[config.mk]
export PLATFORM = sky130hd
export DESIGN_NAME = srp_spi_device_flat
export DESIGN_NICKNAME = d
export VERILOG_FILES = /design/src/rtl/srp_pkg.sv /design/src/rtl/srp_link_if.sv /design/src/rtl/srp_spi_device.sv /design/src/flat_wrapper.sv
export VERILOG_INCLUDE_DIRS = /design/src /design/src/rtl
export SDC_FILE = /design/constraint.sdc
export NUM_CORES = 1
export LEC_CHECK = 0
export BUFFER_PORTS_ARGS = -buffer_cell sky130_fd_sc_hd__buf_2
export CORE_UTILIZATION = 60
export DETAILED_ROUTE_END_ITERATION = 10
export PLACE_DENSITY = 0.81
export SYNTH_ARGS = -nofsm -noshare
export SYNTH_HDL_FRONTEND = slang
export SYNTH_SLANG_ARGS = --single-unit
[constraint.sdc]
create_clock -name clk -period 3.3 [get_ports clk]
set_input_delay 0.66 -clock clk [delete_from_list [all_inputs] [get_ports clk]]
set_output_delay 0.66 -clock clk [all_outputs]
set_load 0.005 [all_outputs]
[src/rtl/srp_cfg.svh]
// Constants shared by both ends of the SPI RAM access link.
// Assumes inclusion by bare name from any design file.
`ifndef SRP_CFG_SVH
`define SRP_CFG_SVH

// ***********************************
// Instruction codes
// ***********************************
`define SRP_RD_BYTE 8'h13
`define SRP_RD_ARRAY 8'h03
`define SRP_WR_BYTE 8'h12
`define SRP_WR_ARRAY 8'h02
`define SRP_IDLE_BYTE 8'h00

// ***********************************
// Address space
// ***********************************
`define SRP_TOP_4K 12'hfff
`define SRP_TOP_2K 12'h7ff
`define SRP_ADDR_ONE 16'h0001

// ***********************************
// Bit and edge counting
// ***********************************
`define SRP_BIT_LAST 3'h7
`define SRP_BIT_FIRST 3'h0
`define SRP_EDGE_LAST 4'hf
`define SRP_EDGE_FIRST 4'h0
`define SRP_DATA_INDEX 9'h003

// ***********************************
// Timing
// ***********************************
`define SRP_CLK_NS 20
// Half period must cover both two-flop synchronisers and the drive flop
`define SRP_SCK_HALF_NS 120

`endif

[src/rtl/srp_pkg.sv]
// Types shared by both ends of the SPI RAM access link.
// Assumes nothing beyond a SystemVerilog compiler.
package srp_pkg;

    // ***********************************
    // State types
    // ***********************************
    // Device sequence through one selection
    typedef enum logic [2:0] {
        SRP_DS_INSTR = 3'h0,
        SRP_DS_ADDRH = 3'h1,
        SRP_DS_ADDRL = 3'h3,
        SRP_DS_DATA = 3'h2,
        SRP_DS_IGNORE = 3'h6
    } srp_dev_state_t;

    // Host sequence through one command
    typedef enum logic [2:0] {
        SRP_HS_IDLE = 3'h0,
        SRP_HS_LEAD = 3'h1,
        SRP_HS_XFER = 3'h3,
        SRP_HS_WAITD = 3'h2,
        SRP_HS_TRAIL = 3'h6
    } srp_host_state_t;

endpackage

[src/rtl/srp_link_if.sv]
// Four-wire serial link between host end and device end.
// Assumes the bench instantiates it and joins both ends.
`timescale 1ns/1ps
interface srp_link_if;
    // Serial clock, made by the host only
    logic sclk;
    // Slave select, active low
    logic slaveSelectN;
    // Host to device data
    logic mosi;
    // Device to host data and its drive enable
    logic miso;
    logic misoOe;
    // Resolved line level; undriven line reads low
    wire misoLine = misoOe ? miso : 1'b0;

    // Device end
    modport device (input sclk, input slaveSelectN, input mosi,
        output miso, output misoOe);
    // Host end
    modport host (output sclk, output slaveSelectN, output mosi,
        input misoLine);
endinterface

[src/rtl/srp_spi_device.sv]
// Device end: serial slave giving byte access to internal RAM.
// Assumes RAM answers rdValid within one cycle of rdReq.
// Contract
// - Host makes the clock; device never drives it
// - Phase picks odd or even sampling edges
// - Eight bit shifts exchange one byte each way
// - Phase 0: first bit ready at selection
// - Phase 1: first edge drives, second latches
// - Completed byte moves to holding register
// - Select high ends any sequence
// - First byte is instruction; 16-bit address register
// - All bytes travel most significant bit first
// - Read codes 0x13 single, 0x03 array
// - Write codes 0x12 single, 0x02 array
// - Upper address bits ignored per memory size
// - Addresses use one fixed byte order
// - Single read sends one byte, no increment
// - Array read increments per byte, keeps sending
// - Address wraps from top to zero
// - Single write stores one byte, ignores rest
// - Array write stores then increments
// - Host reads control area with single reads
// - Both ends share phase and polarity
`timescale 1ns/1ps
`include "srp_cfg.svh"
module srp_spi_device #(
    parameter int FIFO_DEPTH = 2
) (
    // Clock and reset
    input wire logic clk,
    input wire logic rst_b,
    // Serial link
    srp_link_if.device link,
    // Static straps from pins
    input wire logic clockPhaseSetting,
    input wire logic clockPolaritySetting,
    input wire logic mem4k,
    // RAM read port
    output logic rdReq,
    output logic [11:0] rdAddr,
    input wire logic rdValid,
    input wire logic [7:0] rdData,
    // RAM write stream
    output logic wrValid,
    output logic [11:0] wrAddr,
    output logic [7:0] wrData,
    input wire logic wrReady
);

    // ***********************************
    // Parameter check
    // ***********************************
    if (FIFO_DEPTH != 2) begin : gDepthCheck
        $error("srp_spi_device: FIFO_DEPTH must be 2");
    end

    // ***********************************
    // Address masking
    // ***********************************
    // Drop ignored upper bits; wrap follows from the width
    function automatic logic [11:0] maskAddr(input logic [15:0] a, input logic is4k);
        maskAddr = is4k ? (a[11:0] & `SRP_TOP_4K) : (a[11:0] & `SRP_TOP_2K);
    endfunction

    // ***********************************
    // Pin synchronisers
    // ***********************************
    logic [5:0] pinMeta; // First stage, read only by pinSync
    logic [5:0] pinSync; // Second stage, used by logic

    // Two flops on every pin input
    always_ff @(posedge clk or negedge rst_b) begin
        if (!rst_b) begin
            pinMeta <= 6'h10;
            pinSync <= 6'h10;
        end else begin
            pinMeta <= {link.sclk, link.slaveSelectN, link.mosi,
                clockPhaseSetting, clockPolaritySetting, mem4k};
            pinSync <= pinMeta;
        end
    end

    wire sckLevel = pinSync[5] ^ pinSync[1]; // Polarity only inverts
    wire selected = ~pinSync[4]; // Active-low select
    wire mosiBit = pinSync[3];
    wire phase = pinSync[2];
    wire is4k = pinSync[0];

    // ***********************************
    // Edge detection
    // ***********************************
    logic sckPrev; // Previous normalised clock level

    // Remember clock level for edge finding
    always_ff @(posedge clk or negedge rst_b) begin
        if (!rst_b) begin
            sckPrev <= 1'b0;
        end else begin
            sckPrev <= sckLevel;
        end
    end

    wire leadEdge = selected & sckLevel & ~sckPrev; // Odd edges
    wire trailEdge = selected & ~sckLevel & sckPrev; // Even edges
    wire sampleEv = phase ? trailEdge : leadEdge;
    wire driveEv = phase ? leadEdge : trailEdge;

    // ***********************************
    // Receive shift and holding register
    // ***********************************
    logic [2:0] bitCnt; // Bits sampled in current byte
    logic [6:0] rxShift; // Bits received so far
    logic [7:0] rxHold; // Completed byte
    wire lastBit = bitCnt == `SRP_BIT_LAST;
    wire byteEnd = sampleEv & lastBit;
    wire [7:0] rxByte = {rxShift, mosiBit}; // MSB arrives first

    // Shift in on sampling edges; eight bits per byte
    always_ff @(posedge clk or negedge rst_b) begin
        if (!rst_b) begin
            bitCnt <= `SRP_BIT_FIRST;
            rxShift <= 7'h00;
        end else if (!selected) begin
            bitCnt <= `SRP_BIT_FIRST;
        end else if (sampleEv) begin
            bitCnt <= bitCnt + 3'h1;
            rxShift <= rxByte[6:0];
        end
    end

    // ***********************************
    // Instruction and address
    // ***********************************
    srp_pkg::srp_dev_state_t state, next_state;
    logic [7:0] instr; // Instruction register
    logic [15:0] addr; // Address register

    wire isRead = (instr == `SRP_RD_BYTE) || (instr == `SRP_RD_ARRAY);
    wire isSingle = (instr == `SRP_RD_BYTE) || (instr == `SRP_WR_BYTE);
    wire codeOk = (rxByte == `SRP_RD_BYTE) || (rxByte == `SRP_RD_ARRAY) ||
        (rxByte == `SRP_WR_BYTE) || (rxByte == `SRP_WR_ARRAY);
    wire inData = state == srp_pkg::SRP_DS_DATA;
    wire loadEv = driveEv & inData & isRead & (bitCnt == `SRP_BIT_FIRST);
    wire [11:0] incAddr = maskAddr(addr + `SRP_ADDR_ONE, is4k);
    // Low byte used as sent, no swapping
    wire [11:0] firstAddr = maskAddr({addr[15:8], rxByte}, is4k);
    wire firstRd = (state == srp_pkg::SRP_DS_ADDRL) & byteEnd & isRead;
    wire nextRd = loadEv & ~isSingle;

    // Sequence through one selection
    always_comb begin
        next_state = state;
        case (state)
            srp_pkg::SRP_DS_INSTR: begin
                if (byteEnd) begin
                    next_state = codeOk ? srp_pkg::SRP_DS_ADDRH : srp_pkg::SRP_DS_IGNORE;
                end
            end
            srp_pkg::SRP_DS_ADDRH: begin
                if (byteEnd) begin
                    next_state = srp_pkg::SRP_DS_ADDRL;
                end
            end
            srp_pkg::SRP_DS_ADDRL: begin
                if (byteEnd) begin
                    next_state = srp_pkg::SRP_DS_DATA;
                end
            end
            srp_pkg::SRP_DS_DATA: begin
                if (byteEnd && isSingle) begin
                    next_state = srp_pkg::SRP_DS_IGNORE;
                end
            end
            srp_pkg::SRP_DS_IGNORE: next_state = srp_pkg::SRP_DS_IGNORE;
            default: next_state = srp_pkg::SRP_DS_INSTR;
        endcase
        if (!selected) begin
            next_state = srp_pkg::SRP_DS_INSTR;
        end
    end

    // State register
    always_ff @(posedge clk or negedge rst_b) begin
        if (!rst_b) begin
            state <= srp_pkg::SRP_DS_INSTR;
        end else begin
            state <= next_state;
        end
    end

    // Capture instruction and address bytes
    always_ff @(posedge clk or negedge rst_b) begin
        if (!rst_b) begin
            instr <= `SRP_IDLE_BYTE;
            addr <= 16'h0000;
        end else if (byteEnd) begin
            case (state)
                srp_pkg::SRP_DS_INSTR: instr <= rxByte;
                srp_pkg::SRP_DS_ADDRH: addr[15:8] <= rxByte;
                srp_pkg::SRP_DS_ADDRL: addr[7:0] <= rxByte;
                srp_pkg::SRP_DS_DATA: begin
                    if (!isRead && !isSingle) begin
                        addr <= {4'h0, incAddr};
                    end
                end
                default: addr <= addr;
            endcase
        end else if (nextRd) begin
            addr <= {4'h0, incAddr};
        end
    end

    // ***********************************
    // RAM read and transmit
    // ***********************************
    logic [7:0] txHold; // Prefetched byte
    logic [6:0] txShift; // Bits still to send

    // Request bytes ahead of their first drive edge
    always_ff @(posedge clk or negedge rst_b) begin
        if (!rst_b) begin
            rdReq <= 1'b0;
            rdAddr <= 12'h000;
            txHold <= `SRP_IDLE_BYTE;
        end else begin
            rdReq <= firstRd | nextRd;
            if (firstRd) begin
                rdAddr <= firstAddr;
            end else if (nextRd) begin
                rdAddr <= incAddr;
            end
            if (rdValid) begin
                txHold <= rdData;
            end
        end
    end

    // Drive MISO; MSB first, load at each byte start
    always_ff @(posedge clk or negedge rst_b) begin
        if (!rst_b) begin
            txShift <= 7'h00;
            link.miso <= 1'b0;
            link.misoOe <= 1'b0;
        end else begin
            link.misoOe <= selected & inData & isRead & (link.misoOe | loadEv);
            if (loadEv) begin
                link.miso <= txHold[7];
                txShift <= txHold[6:0];
            end else if (driveEv && inData && isRead) begin
                link.miso <= txShift[6];
                txShift <= {txShift[5:0], 1'b0};
            end
        end
    end

    // ***********************************
    // Write path with two-entry buffer
    // ***********************************
    logic pendValid; // Held byte waits for buffer space
    logic [11:0] pendAddr;
    logic tailValid;
    logic [11:0] tailAddr;
    logic [7:0] tailData;
    wire writeByte = byteEnd & inData & ~isRead;
    wire push = pendValid & ~tailValid; // Stalls while buffer is full
    wire pop = wrValid & wrReady;

    // Holding register for the completed byte
    always_ff @(posedge clk or negedge rst_b) begin
        if (!rst_b) begin
            rxHold <= `SRP_IDLE_BYTE;
            pendAddr <= 12'h000;
            pendValid <= 1'b0;
        end else if (writeByte) begin
            rxHold <= rxByte;
            pendAddr <= maskAddr(addr, is4k);
            pendValid <= 1'b1;
        end else if (push) begin
            pendValid <= 1'b0;
        end
    end

    // Head feeds the ports; tail catches a byte during a stall
    always_ff @(posedge clk or negedge rst_b) begin
        if (!rst_b) begin
            wrValid <= 1'b0;
            wrAddr <= 12'h000;
            wrData <= `SRP_IDLE_BYTE;
            tailValid <= 1'b0;
            tailAddr <= 12'h000;
            tailData <= `SRP_IDLE_BYTE;
        end else if (pop && tailValid) begin
            wrAddr <= tailAddr;
            wrData <= tailData;
            tailValid <= 1'b0;
        end else if (pop) begin
            wrValid <= push;
            wrAddr <= pendAddr;
            wrData <= rxHold;
        end else if (push && !wrValid) begin
            wrValid <= 1'b1;
            wrAddr <= pendAddr;
            wrData <= rxHold;
        end else if (push) begin
            tailValid <= 1'b1;
            tailAddr <= pendAddr;
            tailData <= rxHold;
        end
    end

endmodule

[src/flat_wrapper.sv]
// flat-port wrapper written by rule: the top's interface ports become plain ports
module srp_spi_device_flat 
#(
    parameter int FIFO_DEPTH = 2
)
  (clk, rst_b, clockPhaseSetting, clockPolaritySetting, mem4k, rdReq, rdAddr, rdValid, rdData, wrValid, wrAddr, wrData, wrReady, link_sclk, link_slaveSelectN, link_mosi, link_miso, link_misoOe);
  srp_link_if link_i ();
  input wire logic clk;
  input wire logic rst_b;
  input wire logic clockPhaseSetting;
  input wire logic clockPolaritySetting;
  input wire logic mem4k;
  output logic rdReq;
  output logic [11:0] rdAddr;
  input wire logic rdValid;
  input wire logic [7:0] rdData;
  output logic wrValid;
  output logic [11:0] wrAddr;
  output logic [7:0] wrData;
  input wire logic wrReady;
  input wire logic [$bits(link_i.sclk)-1:0] link_sclk;
  input wire logic [$bits(link_i.slaveSelectN)-1:0] link_slaveSelectN;
  input wire logic [$bits(link_i.mosi)-1:0] link_mosi;
  output wire logic [$bits(link_i.miso)-1:0] link_miso;
  output wire logic [$bits(link_i.misoOe)-1:0] link_misoOe;
  assign link_i.sclk = link_sclk;
  assign link_i.slaveSelectN = link_slaveSelectN;
  assign link_i.mosi = link_mosi;
  assign link_miso = link_i.miso;
  assign link_misoOe = link_i.misoOe;
  srp_spi_device #(.FIFO_DEPTH(FIFO_DEPTH)) u_core (.clk(clk), .rst_b(rst_b), .link(link_i), .clockPhaseSetting(clockPhaseSetting), .clockPolaritySetting(clockPolaritySetting), .mem4k(mem4k), .rdReq(rdReq), .rdAddr(rdAddr), .rdValid(rdValid), .rdData(rdData), .wrValid(wrValid), .wrAddr(wrAddr), .wrData(wrData), .wrReady(wrReady));
endmodule
==> results.cfg <==
[finish]
num_antenna_cells = 0
fin_nets = 590
final_cell_count_no_fill = 714
finish.utilization = 0.7259
area_growth_pct = 16.72
final_layout_size_suffix_gt1_frac = 0.2840
fillers = 678

[flow_run]
maxCapViolations = 0

[hold_path]
hp-class = in2async

[clocking]
clk_latency_ns = 0.52
postCtsSetupBuffers = 0
cts_buffers = 17
clkTransAtPathRegs_ns = 0.06
cts_hold_buf = 0
root_buffer = clkbuf_8
cts.sink_count = 139
tritoncts = done
cts_buffer_depth = 2
htreeDepth = 4
cts_resized = 0

[sta]
hold_viol = 0
finalCritPeriodShare = 0.8260
final_max_slew_viol_count = 0
max_freq_mhz = 366.9
maxSlewHeadroom = 0.3773
tightest_slew_ns = 0.9306
setup_viol = 0
fin_setup_tns_ns = 0
final.min_clock_period_ns = 2.726
rsz0062_at_grt = no
finClkSkew_ns = 0.006856

[global_route]
grt_pass1_vias = 4154
grt_pass1_wl_mm = 20.58
grt.met1_usage = 0.3230
grtUsageMet2 = 0.4359
grt_use_met3 = 0.05763
busiest_layer = met2
grt.overflow.total = 0
antenna_found_initial = 0
grt_max_degree = 85
grt_usage = 0.2615

[power]
power_density_nw_per_um2 = 573.4
vdd_drop_max_uv = 339.8
p_leak_nw = 3.614

[setup_path]
crit_type = reg2reg
cp_data_arrival_time_ns = 3.13
worst_setup_path_end_kind = flip-flop
critPathMaxFanout = 28
rr_worst_depth = 7
worstSetupStartpointType = flip-flop
crit_required_ns = 3.70

[floorplan]
io_pins = 54
die_area_um2 = 10590
fp.dieW_um = 102.9
core_um2 = 9819
initial_utilization = 0.6219
dieHeight_um = 102.9
rows = 36

[synth]
async_flop_share = 1.000
synth_edf_count = 0
synth_nets = 540
ys.warnings.count = 0
postSynthAreaPerCell_um2 = 11.79
yosysUniqueCellTypes = 52
synthCells = 518
syn_area_um2 = 6107
ys_seq_area_frac = 0.5700
ys_dominant_reg_cell = dfrtp_1
synth_seq_cells = 139

[route]
wire_per_inst_um = 17.59
ant_nets = 0
vias = 4250
routed_wl_mm = 12.56
drc = 0
drt_iter0_drc = 322
drtPass1Iterations = 5
vias_per_cell = 5.952

[outcome]
outcome = completed

[placed_design]
portBuffers = 53
dpl.cell_count = 682
gp_congestion = 0.8900
place_hpwl_mm = 8.097
power by group:
| part | switching, mW | internal [mW] |
|---|---|---|
| clock | 0.719 | 1.31 |
| sequential | 0.119 | 1.76 |
| combinational | 0.0930 | 0.0842 |
routing by layer:
metal / vias to the layer above / wire [um]
met3: 26 / 560
met4: 0 / 341
met5: - / 0
met2: 157 / 6402
li1: 1957 / -
met1: 2110 / 5254
worst max-delay path, cell delays in order (launching register included):
cell	delay, ns
dfrtp_1	0.38
inv_1	0.10
ha_1	0.16
nand2b_1	0.28
or2_2	0.41
or3_1	0.70
and2_1	0.35
o22a_1	0.23
per-stage QoR:
| step | hold slack, ns | power, mW | cell area (um2) | setup WS (ns) |
|---|---|---|---|---|
| floorplan | 0.3312 | 1.964 | 6107 | 1.127 |
| global placement | 0.3321 | 2.071 | 6491 | 0.7127 |
| detailed placement | 0.3362 | 2.083 | 6491 | 0.6341 |
| CTS | 0.09176 | 4.110 | 7128 | 0.5972 |
| global route | 0.1117 | 4.216 | 7128 | 0.3890 |
| finish | 0.08594 | 4.088 | 7128 | 0.5741 |
path summary, 6_finish.rpt:
kind / start / end / slack, ns
worst max-delay path: u_core.bitCnt[0] / u_core.addr[5] / 0.57
worst min-delay path: rst_b / u_core.wrData[5] / 0.09
worst max register to register: u_core.bitCnt[0] / u_core.addr[5] / 0.57
worst min register to register: u_core.pinMeta[0] / u_core.pinSync[0] / 0.35
max in group asynchronous: rst_b / u_core.pinMeta[0] / 2.41
min in group clk: link_slaveSelectN / u_core.pinMeta[4] / 0.24
Yosys cell counts, drive strengths merged, types with 3 or more instances:
master  number  share of area
nor2b        3         0.0031
or2          3         0.0031
nand4        6         0.0086
nor3         6         0.0049
nand2b       5         0.0051
o21ai       33          0.027
dfrtp      137           0.56
clkbuf      18          0.011
or3          3         0.0031
ha           4         0.0082
a22oi       10          0.012
nor2        30          0.018
a21oi       14          0.011
nand2       52          0.032
nand3       26          0.021
buf         11         0.0098
a31oi        3         0.0031
inv          9         0.0055
xnor2        3         0.0043
nor4         6         0.0086
xor2         6         0.0098
mux2i       39          0.064
mux2        61           0.11
and2         3         0.0031
sequential cells by signal (all words and copies together), names as in the netlist, 3 cells and up:
register         flops
u_core.addr         12
u_core.pendAddr     12
u_core.rdAddr       12
u_core.tailAddr     12
u_core.wrAddr       12
u_core.instr         8
u_core.rxHold        8
u_core.tailData      8
u_core.txHold        8
u_core.wrData        8
u_core.rxShift       7
u_core.txShift       7
u_core.pinMeta       6
u_core.pinSync       6
u_core.bitCnt        3
u_core.state         3
cells by family (layout without fill, tap and decap cells):
logic type	Yosys count	count (layout)	synth area share
AO/OA/AOI/OAI	78	78	0.07991
XOR/XNOR	9	9	0.01414
adder cells (fa/ha/maj)	4	4	0.008195
buffers and inverters	38	101	0.02643
flip-flops	139	139	0.5700
multiplexers	100	100	0.1770
AND/OR/NAND/NOR	150	150	0.1244
layout by cell type, fill, tap and decap left out, types with 4 or more instances in the layout:
master,Yosys,routed
mux2_2,60,60
clkbuf_16,0,16
buf_2,6,52
dfrtp_1,137,137
nand2_1,52,52
nand4_1,5,5
a21oi_1,14,13
bufinv_16,0,5
buf_4,1,6
nor3_1,6,6
o21ai_0,33,33
nand2b_1,5,5
nand3_1,26,26
a22oi_1,10,10
ha_1,4,4
mux2i_1,39,39
inv_1,9,9
nor2_1,30,30
nor4_1,5,5
xor2_1,5,5
layout make-up:
type / count / area (um2) / share of cell area
Multi-Input combinational cell: 341 / 2474 / 0.3470
Tap cell: 133 / 166.4 / 0.02335
Clock inverter: 14 / 219.0 / 0.03072
Sequential cell: 139 / 3481 / 0.4883
Clock buffer: 18 / 417.9 / 0.05863
Inverter: 9 / 33.78 / 0.004739
Timing Repair Buffer: 60 / 336.6 / 0.04722
No activity file was read; power rests on OpenSTA's default activity.
